## src/logic/nosi_pkg.sv

```systemverilog
`default_nettype none
package nosi_pkg;
  // APB register byte addresses.
  localparam logic [7:0] ADDR_CTRL = 8'h00;
  localparam logic [7:0] ADDR_STATUS = 8'h04;
  localparam logic [7:0] ADDR_IRQ_STAT = 8'h08;
  localparam logic [7:0] ADDR_IRQ_MASK = 8'h0C;
  localparam logic [7:0] ADDR_LAMPS = 8'h10;
  // Control register fields.
  localparam int CTRL_IP_DONE = 0;
  localparam int CTRL_ONLINE = 1;
  localparam int CTRL_SOFT_CLR = 2;
  localparam logic [2:0] CTRL_RESET = 3'h0;
  // Interrupt event bit positions.
  localparam int EV_DIAG_DONE = 0;
  localparam int EV_FATAL = 1;
  localparam int EV_NET_FAULT = 2;
  localparam int EV_LINK_CHG = 3;
  localparam int EV_W = 4;
  localparam logic [3:0] EV_ZERO = 4'h0;
  // Timing.
  localparam int CLK_HZ = 100_000_000;
  localparam int DIAG_MSEC = 2000;
  localparam int DIAG_CYC = CLK_HZ / 1000 * DIAG_MSEC;
  localparam int BLINK_MSEC = 500;
  localparam int BLINK_HALF_CYC = CLK_HZ / 1000 * BLINK_MSEC / 2;
  localparam int PORTS = 2;
  // Lamp codes.
  typedef enum logic [1:0] {NOSI_OFF, NOSI_GREEN, NOSI_RED} nosi_color_t;
  typedef struct packed {
    nosi_color_t color;
    logic flash;
  } nosi_lamp_t;
  localparam nosi_lamp_t LAMP_DARK = '{NOSI_OFF, 1'b0};
  // Fault inputs grouped together.
  typedef struct packed {
    logic fatal;
    logic nonfatal;
    logic dup_ip;
    logic bad_ip;
    logic timeout;
  } nosi_fault_t;
endpackage : nosi_pkg
`default_nettype wire

```

## src/logic/nosi_indicators.sv

```systemverilog
// Added by the designer: the APB register port and the address map.
`default_nettype none
module nosi_indicators #(
  parameter int DIAG_CYCLES = nosi_pkg::DIAG_CYC,
  parameter int BLINK_HALF = nosi_pkg::BLINK_HALF_CYC,
  parameter int NPORT = nosi_pkg::PORTS,
  parameter int SW_W = 4
) (
  input wire logic pclk,
  input wire logic presetn,
  input wire logic psel,
  input wire logic penable,
  input wire logic pwrite,
  input wire logic [7:0] paddr,
  input wire logic [31:0] pwdata,
  output logic [31:0] prdata,
  output logic pready,
  output logic pslverr,
  input wire nosi_pkg::nosi_fault_t fault_in,
  input wire logic conn_established,
  input wire logic ctrl_conn_active,
  input wire logic [NPORT-1:0] port_link_up,
  input wire logic [NPORT-1:0] port_speed_100,
  input wire logic [NPORT-1:0] port_activity,
  input wire logic [SW_W-1:0] protocol_select_switch,
  output logic [SW_W-1:0] protocol_sel,
  output nosi_pkg::nosi_lamp_t module_health_indicator,
  output nosi_pkg::nosi_lamp_t network_health_indicator,
  output nosi_pkg::nosi_lamp_t [NPORT-1:0] port_speed_indicator,
  output nosi_pkg::nosi_lamp_t [NPORT-1:0] port_link_activity_indicator,
  output logic irq
);
  typedef enum logic [1:0] {NOSI_DIAG_RED, NOSI_DIAG_GREEN, NOSI_RUN}
    nosi_phase_t;
  nosi_phase_t phase_reg;
  logic [31:0] diag_cnt_reg;
  logic [31:0] blink_cnt_reg;
  logic blink_reg;
  logic [2:0] ctrl_reg;
  logic [3:0] irq_stat_reg;
  logic [3:0] irq_mask_reg;
  logic [NPORT-1:0] link_prev_reg;
  logic fatal_prev_reg;
  logic net_fault_prev_reg;
  logic [3:0] ev_next;
  logic wr_en;
  logic net_fault;
  logic [31:0] half_m1;
  logic [31:0] diag_m1;

  // Builds a lamp code.
  function automatic nosi_pkg::nosi_lamp_t lamp(
    input nosi_pkg::nosi_color_t c,
    input logic f
  );
    lamp = '{c, f};
  endfunction : lamp
  // Applies the shared blink phase to a lamp code.
  function automatic nosi_pkg::nosi_lamp_t shown(
    input nosi_pkg::nosi_lamp_t l,
    input logic b
  );
    shown = '{(l.flash && !b) ? nosi_pkg::NOSI_OFF : l.color, l.flash};
  endfunction : shown

  assign half_m1 = 32'(BLINK_HALF - 1);
  assign diag_m1 = 32'(DIAG_CYCLES - 1);
  assign net_fault = fault_in.dup_ip | fault_in.bad_ip | fault_in.timeout;
  assign wr_en = psel & penable & pwrite;

  // One blink prescaler for every flashing lamp; software can clear it.
  always_ff @(posedge pclk or negedge presetn)
  begin
    if (!presetn)
    begin
      blink_cnt_reg <= 32'h0;
      blink_reg <= 1'b0;
    end
    else if (ctrl_reg[nosi_pkg::CTRL_SOFT_CLR])
    begin
      blink_cnt_reg <= 32'h0;
      blink_reg <= 1'b0;
    end
    else if (blink_cnt_reg >= half_m1)
    begin
      blink_cnt_reg <= 32'h0;
      blink_reg <= ~blink_reg;
    end
    else
    begin
      blink_cnt_reg <= blink_cnt_reg + 32'h1;
    end
  end

  // Power-up diagnostic: first half red, second half green, then run.
  always_ff @(posedge pclk or negedge presetn)
  begin
    if (!presetn)
    begin
      phase_reg <= NOSI_DIAG_RED;
      diag_cnt_reg <= 32'h0;
    end
    else
    begin
      case (phase_reg)
        NOSI_DIAG_RED:
        begin
          diag_cnt_reg <= diag_cnt_reg + 32'h1;
          if (diag_cnt_reg >= (diag_m1 >> 1))
          begin
            phase_reg <= NOSI_DIAG_GREEN;
          end
        end
        NOSI_DIAG_GREEN:
        begin
          diag_cnt_reg <= diag_cnt_reg + 32'h1;
          if (diag_cnt_reg >= diag_m1)
          begin
            phase_reg <= NOSI_RUN;
          end
        end
        default: diag_cnt_reg <= diag_cnt_reg;
      endcase
    end
  end

  // Switch follows the input during the diagnostic and is held once it finishes.
  always_ff @(posedge pclk or negedge presetn)
  begin
    if (!presetn)
    begin
      protocol_sel <= '0;
    end
    else if (phase_reg != NOSI_RUN)
    begin
      protocol_sel <= protocol_select_switch;
    end
  end

  // Module health lamp by severity.
  always_ff @(posedge pclk or negedge presetn)
  begin
    if (!presetn)
    begin
      module_health_indicator <= nosi_pkg::LAMP_DARK;
    end
    else if (phase_reg != NOSI_RUN)
    begin
      module_health_indicator <= lamp(phase_reg == NOSI_DIAG_RED ?
        nosi_pkg::NOSI_RED : nosi_pkg::NOSI_GREEN, 1'b0);
    end
    else if (fault_in.fatal)
    begin
      module_health_indicator <= lamp(nosi_pkg::NOSI_RED, 1'b0);
    end
    else if (fault_in.nonfatal)
    begin
      module_health_indicator <= shown(lamp(nosi_pkg::NOSI_RED, 1'b1),
        blink_reg);
    end
    else if (!ctrl_reg[nosi_pkg::CTRL_IP_DONE])
    begin
      module_health_indicator <= shown(lamp(nosi_pkg::NOSI_GREEN, 1'b1),
        blink_reg);
    end
    else
    begin
      module_health_indicator <= lamp(nosi_pkg::NOSI_GREEN, 1'b0);
    end
  end

  // Network health lamp by severity.
  always_ff @(posedge pclk or negedge presetn)
  begin
    if (!presetn)
    begin
      network_health_indicator <= nosi_pkg::LAMP_DARK;
    end
    else if (phase_reg != NOSI_RUN || !ctrl_reg[nosi_pkg::CTRL_ONLINE])
    begin
      network_health_indicator <= nosi_pkg::LAMP_DARK;
    end
    else if (net_fault)
    begin
      network_health_indicator <= lamp(nosi_pkg::NOSI_RED, 1'b0);
    end
    else if (ctrl_conn_active)
    begin
      network_health_indicator <= shown(lamp(nosi_pkg::NOSI_GREEN, 1'b1),
        blink_reg);
    end
    else if (conn_established)
    begin
      network_health_indicator <= lamp(nosi_pkg::NOSI_GREEN, 1'b0);
    end
    else
    begin
      network_health_indicator <= nosi_pkg::LAMP_DARK;
    end
  end

  // Per-port speed and link-activity lamps.
  for (genvar p = 0; p < NPORT; p++)
  begin : g_port
    always_ff @(posedge pclk or negedge presetn)
    begin
      if (!presetn)
      begin
        port_speed_indicator[p] <= nosi_pkg::LAMP_DARK;
        port_link_activity_indicator[p] <= nosi_pkg::LAMP_DARK;
      end
      else if (phase_reg != NOSI_RUN || !port_link_up[p])
      begin
        port_speed_indicator[p] <= nosi_pkg::LAMP_DARK;
        port_link_activity_indicator[p] <= nosi_pkg::LAMP_DARK;
      end
      else
      begin
        port_speed_indicator[p] <= port_speed_100[p] ?
          lamp(nosi_pkg::NOSI_GREEN, 1'b0) : nosi_pkg::LAMP_DARK;
        port_link_activity_indicator[p] <= shown(
          lamp(nosi_pkg::NOSI_GREEN, port_activity[p]), blink_reg);
      end
    end
  end

  // Event detection for interrupts.
  always_comb
  begin
    ev_next = nosi_pkg::EV_ZERO;
    ev_next[nosi_pkg::EV_DIAG_DONE] = (phase_reg == NOSI_DIAG_GREEN) &&
      (diag_cnt_reg >= diag_m1);
    ev_next[nosi_pkg::EV_FATAL] = fault_in.fatal & ~fatal_prev_reg;
    ev_next[nosi_pkg::EV_NET_FAULT] = net_fault & ~net_fault_prev_reg;
    ev_next[nosi_pkg::EV_LINK_CHG] = |(port_link_up ^ link_prev_reg);
  end

  // Edge history for the event detectors.
  always_ff @(posedge pclk or negedge presetn)
  begin
    if (!presetn)
    begin
      link_prev_reg <= '0;
      fatal_prev_reg <= 1'b0;
      net_fault_prev_reg <= 1'b0;
    end
    else
    begin
      link_prev_reg <= port_link_up;
      fatal_prev_reg <= fault_in.fatal;
      net_fault_prev_reg <= net_fault;
    end
  end

  // Sticky status, write one to clear; a new event wins over the clear.
  always_ff @(posedge pclk or negedge presetn)
  begin
    if (!presetn)
    begin
      irq_stat_reg <= nosi_pkg::EV_ZERO;
    end
    else if (wr_en && paddr == nosi_pkg::ADDR_IRQ_STAT)
    begin
      irq_stat_reg <= (irq_stat_reg & ~pwdata[3:0]) | ev_next;
    end
    else
    begin
      irq_stat_reg <= irq_stat_reg | ev_next;
    end
  end

  // Control and mask writes.
  always_ff @(posedge pclk or negedge presetn)
  begin
    if (!presetn)
    begin
      ctrl_reg <= nosi_pkg::CTRL_RESET;
      irq_mask_reg <= nosi_pkg::EV_ZERO;
    end
    else if (wr_en && paddr == nosi_pkg::ADDR_CTRL)
    begin
      ctrl_reg <= pwdata[2:0];
    end
    else if (wr_en && paddr == nosi_pkg::ADDR_IRQ_MASK)
    begin
      irq_mask_reg <= pwdata[3:0];
    end
  end

  // Interrupt output, registered.
  always_ff @(posedge pclk or negedge presetn)
  begin
    if (!presetn)
    begin
      irq <= 1'b0;
    end
    else
    begin
      irq <= |(irq_stat_reg & irq_mask_reg);
    end
  end

  // APB read and response; zero-wait, unmapped addresses raise pslverr.
  always_ff @(posedge pclk or negedge presetn)
  begin
    if (!presetn)
    begin
      prdata <= 32'h0;
      pready <= 1'b0;
      pslverr <= 1'b0;
    end
    else
    begin
      pready <= psel & ~penable;
      pslverr <= 1'b0;
      if (psel && !penable)
      begin
        if (paddr == nosi_pkg::ADDR_CTRL)
        begin
          prdata <= {29'h0, ctrl_reg};
        end
        else if (paddr == nosi_pkg::ADDR_STATUS)
        begin
          prdata <= {16'h0, 4'(protocol_sel), 6'h0,
            fault_in.fatal, fault_in.nonfatal, net_fault,
            ctrl_conn_active, phase_reg};
        end
        else if (paddr == nosi_pkg::ADDR_IRQ_STAT)
        begin
          prdata <= {28'h0, irq_stat_reg};
        end
        else if (paddr == nosi_pkg::ADDR_IRQ_MASK)
        begin
          prdata <= {28'h0, irq_mask_reg};
        end
        else if (paddr == nosi_pkg::ADDR_LAMPS)
        begin
          prdata <= {26'h0, module_health_indicator,
            network_health_indicator};
        end
        else
        begin
          prdata <= 32'h0;
          pslverr <= 1'b1;
        end
      end
    end
  end
endmodule : nosi_indicators
`default_nettype wire

```

## config.mk

```make
export PLATFORM = sky130hd
export DESIGN_NAME = nosi_indicators
export DESIGN_NICKNAME = d
export VERILOG_FILES = /design/src/logic/nosi_pkg.sv /design/src/logic/nosi_indicators.sv
export SDC_FILE = /design/constraint.sdc
export NUM_CORES = 1
export LEC_CHECK = 0
export ABC_CLOCK_PERIOD_IN_PS = 2700
export BUFFER_PORTS_ARGS = -buffer_cell sky130_fd_sc_hd__buf_2
export CAP_MARGIN = 20
export CORE_MARGIN = 2
export CORE_UTILIZATION = 50
export CTS_CLUSTER_SIZE = 12
export DETAILED_ROUTE_END_ITERATION = 16
export GPL_TIMING_DRIVEN = 0
export PLACE_DENSITY = 0.81
export SLEW_MARGIN = 20
export SYNTH_ARGS = -nofsm -noshare
export SYNTH_HDL_FRONTEND = slang
export SYNTH_SLANG_ARGS = --single-unit
```

## constraint.sdc

```tcl
create_clock -name pclk -period 2.7 [get_ports pclk]
set_input_delay 0.27 -clock pclk [delete_from_list [all_inputs] [get_ports pclk]]
set_output_delay 0.27 -clock pclk [all_outputs]
set_load 0.1 [all_outputs]
```

Word level (Yosys, flattened, before mapping):

Index checks and enable logic that the tools add are counted.

* add/subtract/negate cells: 2
* order comparisons: 3
* equal/unequal tests: 8
* multiplexer cells: 38
* bitwise operators: 18
* reductions and logical operators: 24

Operator list (count)
* $add 32x1->32 const B: 2
* $mux 32: 2
* $ge 32x25->1 const B: 1
* $ge 32x27->1 const B: 1
* $ge 32x28->1 const B: 1
* $mux 16: 2
* $mux 2: 13
* $mux 6: 3
* $eq 8x4->1 const B: 2
* $mux 3: 5
* $mux 1: 11
* $and 4x4->4: 2
* $eq 8x3->1 const B: 1
* $eq 8x5->1 const B: 1
* $logic_not 8->1: 1
* $or 4x4->4: 2
* $logic_and 1x1->1: 7
* $ne 2x2->1 const B: 3
* $and 1x1->1: 5
* $logic_not 1->1: 5
* $not 1->1: 5
* $mux 4: 1
* $not 4->4: 1
* $pmux 2 s2: 1
* other kinds (10): 15

* bits in registers: 139
* bits of input ports: 62
* output and inout port bits: 57

Longest topological paths before layout:

* depth after elaboration: 7
* depth in mapped cells: 9

Least setup slack after synthesis:

Ideal clock, no wire load.

* kind: register -> register
* start point: register blink_cnt_reg[0]
* end point: register blink_reg
* setup time: 0.125 ns
* arrival time: 2.010 ns
* path slack: 0.565 ns
* stages on the path, launching flop included: 9
* cell sequence: dfrtp_1 > ha_1 > and4_1 > clkbuf_1 > a2111oi_2 > o21ai_1 > a21o_1 > buf_6 > mux2_4

* longest elaborated chain between the ends: 2

RTL lines
* from (decl): RTL line nosi_indicators.sv:37 `logic [31:0] blink_cnt_reg;`
* from (signal assigned): RTL line nosi_indicators.sv:91 `blink_cnt_reg <= blink_cnt_reg + 32'h1;`
* $ge 32x25->1: RTL line nosi_indicators.sv:84 `else if (blink_cnt_reg >= half_m1)`
* $reduce_bool 2->1 (no line)
* to (signal assigned): RTL line nosi_indicators.sv:87 `blink_reg <= ~blink_reg;`
* to (decl): RTL line nosi_indicators.sv:38 `logic blink_reg;`

Every way passes these cells.
A chain may end at the register's enable or synchronous reset.

Worst setup path in the final report:

Same ends and word-level chain as after synthesis.

==> metrics <==
num rows 36; Fin. Hold Viols 0; antenna diode count 0; register area 2780 sq um; vias in the first global route 3612; Max Cap Viol 0; initial antenna violation count 0; Final period util 0.885; Root Buffer clkbuf_8; die height 105 um; Remaining DRCs 0; PwrDens 508 nW/um^2; DRT iter0 DRCs 202; die area 11100 sq um; fill cell count 826; Synth Register Bits 111; number of synthesis warnings 0; Syn Inst Count 477; Post-Syn Area 5130 sq um; status finished clean; Req. time, crit path 2.96 ns; DR pass1 iterations 4; H-Tree Depth 3; Setup CP Type register to register; Tmin final 2.39 ns; Syn-to-layout area delta 16.4%; Yosys cell types 49; crit path cell chain ha_1, and4_1, clkbuf_1, a2111oi_2, o21ai_1, a21o_1, buf_6, mux2_4; Sum Neg Setup Slack 0 ns; RSZ-0062 raised after global routing false; Avg Vias per Cell 5.15; multi-input logic area 2150 sq um; relative slew slack 0.536; wire per inst 13.8 um; largest net degree at the start of global routing 70; Finished Layout Cells 723; Worst Tran Pin Value 0.690 ns; Via Count 3725; Setup crit end kind register; layout cells sized above 1 0.220; Num CTS Buffers 9; data arrival time of the critical path 2.65 ns; gr usage total 0.184; Total Wirelength 9980 um; Post-synth EDFFs 0; postcts setup bufs 0; Async SR Flop Fraction 1.00; initial core utilization 0.520; Skew-Pair Late Insertion Delay 0.38 ns; Worst Hold Class input pin to register; Placer Congestion 0.886; Fin Clk Skew 0.0134 ns; worst-path fanout max 7; FMAX 0.419 GHz; port buffer count 61; Slew Limit Fails 0; CP Launch Type register; post-CTS resize count 0; placed cells 706; Clock Sinks 111; # nets final 649; DP HPWL 7290 um; TritonCTS clock tree built; Die Wd 105 um; Setup violations, final 0; Synth Flop Type dfrtp_1; maximum clock path buffer count 2; largest stage delay on the critical path 0.43 ns; Overflow after GRT 0; slowest cell on the critical path dfrtp_1; io pins 119; core area 9860 sq um; first-pass GRT wire length 16500 um; maximum vdd ir drop 0.277 mV; Antenna Nets Post-Route 0; Seq/Total Area, Yosys 0.541; static leakage 2.85 nW; Worst-path clk slew 0.11 ns; Syn Area/Cell 10.8 sq um
## power breakdown
| group | internal (mW) | total [mW] | switching, mW | leakage (nW) |
|---|---|---|---|---|
| combinational | 0.0811 | 0.376 | 0.295 | 1.28 |
| sequential | 1.68 | 1.70 | 0.0187 | 1.47 |
| clock | 0.412 | 0.959 | 0.547 | 0.0946 |
| total | 2.17 | 3.03 | 0.861 | 2.85 |
## path summary, 6_finish.rpt
path	startpoint	end	slack, ns	depth (start not counted)
hold reg to reg	net_fault_prev_reg$_DFF_PN0_	irq_stat_reg[2]$_DFF_PN0_	0.44	1
setup / recovery	blink_cnt_reg[0]$_DFF_PN0_	blink_reg$_DFFE_PN0P_	0.31	8
max in group asynchronous	presetn	blink_cnt_reg[3]$_DFF_PN0_	1.67	3
hold / removal	port_link_up[1]	link_prev_reg[1]$_DFF_PN0_	0.06	1
min in group asynchronous	presetn	blink_cnt_reg[21]$_DFF_PN0_	0.37	2
setup reg to reg	blink_cnt_reg[0]$_DFF_PN0_	blink_reg$_DFFE_PN0P_	0.31	8
## logic make-up (layout without fill, tap and decap cells)
kind of cell / after synthesis / after routing / synth area share
and+or+nand+nor: 193 / 193 / 0.191
DFF: 111 / 111 / 0.541
xor gates and xnor gates: 55 / 55 / 0.0939
buffers and inverters: 54 / 133 / 0.0646
AOI/OAI and AO/OA: 44 / 44 / 0.0612
muxes: 17 / 17 / 0.0422
adders and majority gates: 2 / 2 / 0.00488
other: 1 / 35 / 0.000731
## cells in the mapped netlist, types with 2 or more instances
master	n	area share
dfrtp_1	111	0.54
nand2_1	45	0.033
nor2_1	45	0.033
nand3_1	32	0.031
xnor2_1	29	0.050
buf_4	28	0.041
xor2_1	26	0.044
clkbuf_1	14	0.010
and3_1	13	0.016
mux2_2	13	0.029
nand4_1	10	0.012
inv_1	8	0.0059
nor2b_1	8	0.0098
nor4_1	8	0.0098
o21ai_0	8	0.0078
a21oi_1	7	0.0068
nor3_1	7	0.0068
a22oi_1	6	0.0088
a22o_1	5	0.0085
and4_1	5	0.0085
or4_1	4	0.0059
a21o_1	3	0.0044
and3b_1	3	0.0051
buf_6	3	0.0066
nand4b_1	3	0.0051
o211ai_1	3	0.0044
and4b_1	2	0.0039
ha_1	2	0.0049
mux4_2	2	0.0088
nand2b_1	2	0.0024
nor4b_1	2	0.0034
o22ai_1	2	0.0024
or2_2	2	0.0024
## critical path: cells and delay by family, from the launching register on
family	cells	cell delay [ns]
and+or+nand+nor	1	0.20
DFF	1	0.43
AOI/OAI and AO/OA	3	0.78
buffers and inverters	2	0.32
adders and majority gates	1	0.25
muxes	1	0.29
## through the flow
| stage | hold slack, ns | power (mW) | setup slack (ns) | util | cell area [sq um] |
|---|---|---|---|---|---|
| 6_report | 0.0576 | 3.03 | 0.311 | 0.606 | 5970 |
| 3_3_place_gp | 0.405 | 2.10 | 0.187 | 0.581 | 5730 |
| 5_1_grt | 0.0455 | 3.15 | 0.175 | 0.606 | 5970 |
| 3_5_place_dp | 0.217 | 2.11 | 0.328 | 0.584 | 5760 |
| 2_1_floorplan | -0.0256 | 2.02 | 0.565 | - | 5260 |
| 4_1_cts | 0.0525 | 3.05 | 0.295 | 0.605 | 5970 |
## metal layers
layer | global-route usage | share of wire | vias to the layer above
met5 | 0 | 0 | -
met4 | 0.0600 | 0.016 | 0
met3 | 0.0377 | 0.042 | 14
met2 | 0.318 | 0.50 | 95
met1 | 0.230 | 0.44 | 1814
li1 | - | - | 1802
## layout by cell type (no fill, tap or decap), types with 12 or more instances in the layout
cell / Yosys / final
xor2_1: 26 / 26
nand3_1: 32 / 32
clkbuf_8: 0 / 12
conb_1: 1 / 35
nand2_1: 45 / 45
dfrtp_1: 111 / 111
and3_1: 13 / 13
buf_2: 1 / 61
xnor2_1: 29 / 29
clkbuf_1: 14 / 14
mux2_2: 13 / 13
nor2_1: 45 / 45
buf_4: 28 / 28
## timing repair
item	CTS	global route
endpoints found under the hold margin	42	0
setup endpoints to repair	0	0
hold buffers	1	0
## layout make-up
class / count / share of cell area
tap: 133 / 0.0279
clock buffer: 12 / 0.0276
inverter: 8 / 0.00503
sequential: 111 / 0.465
timing repair buffer: 63 / 0.0584
multi-input combinational: 346 / 0.361
clock inverter: 4 / 0.00482
buffer: 46 / 0.0505
No activity file was read; power rests on OpenSTA's default activity.
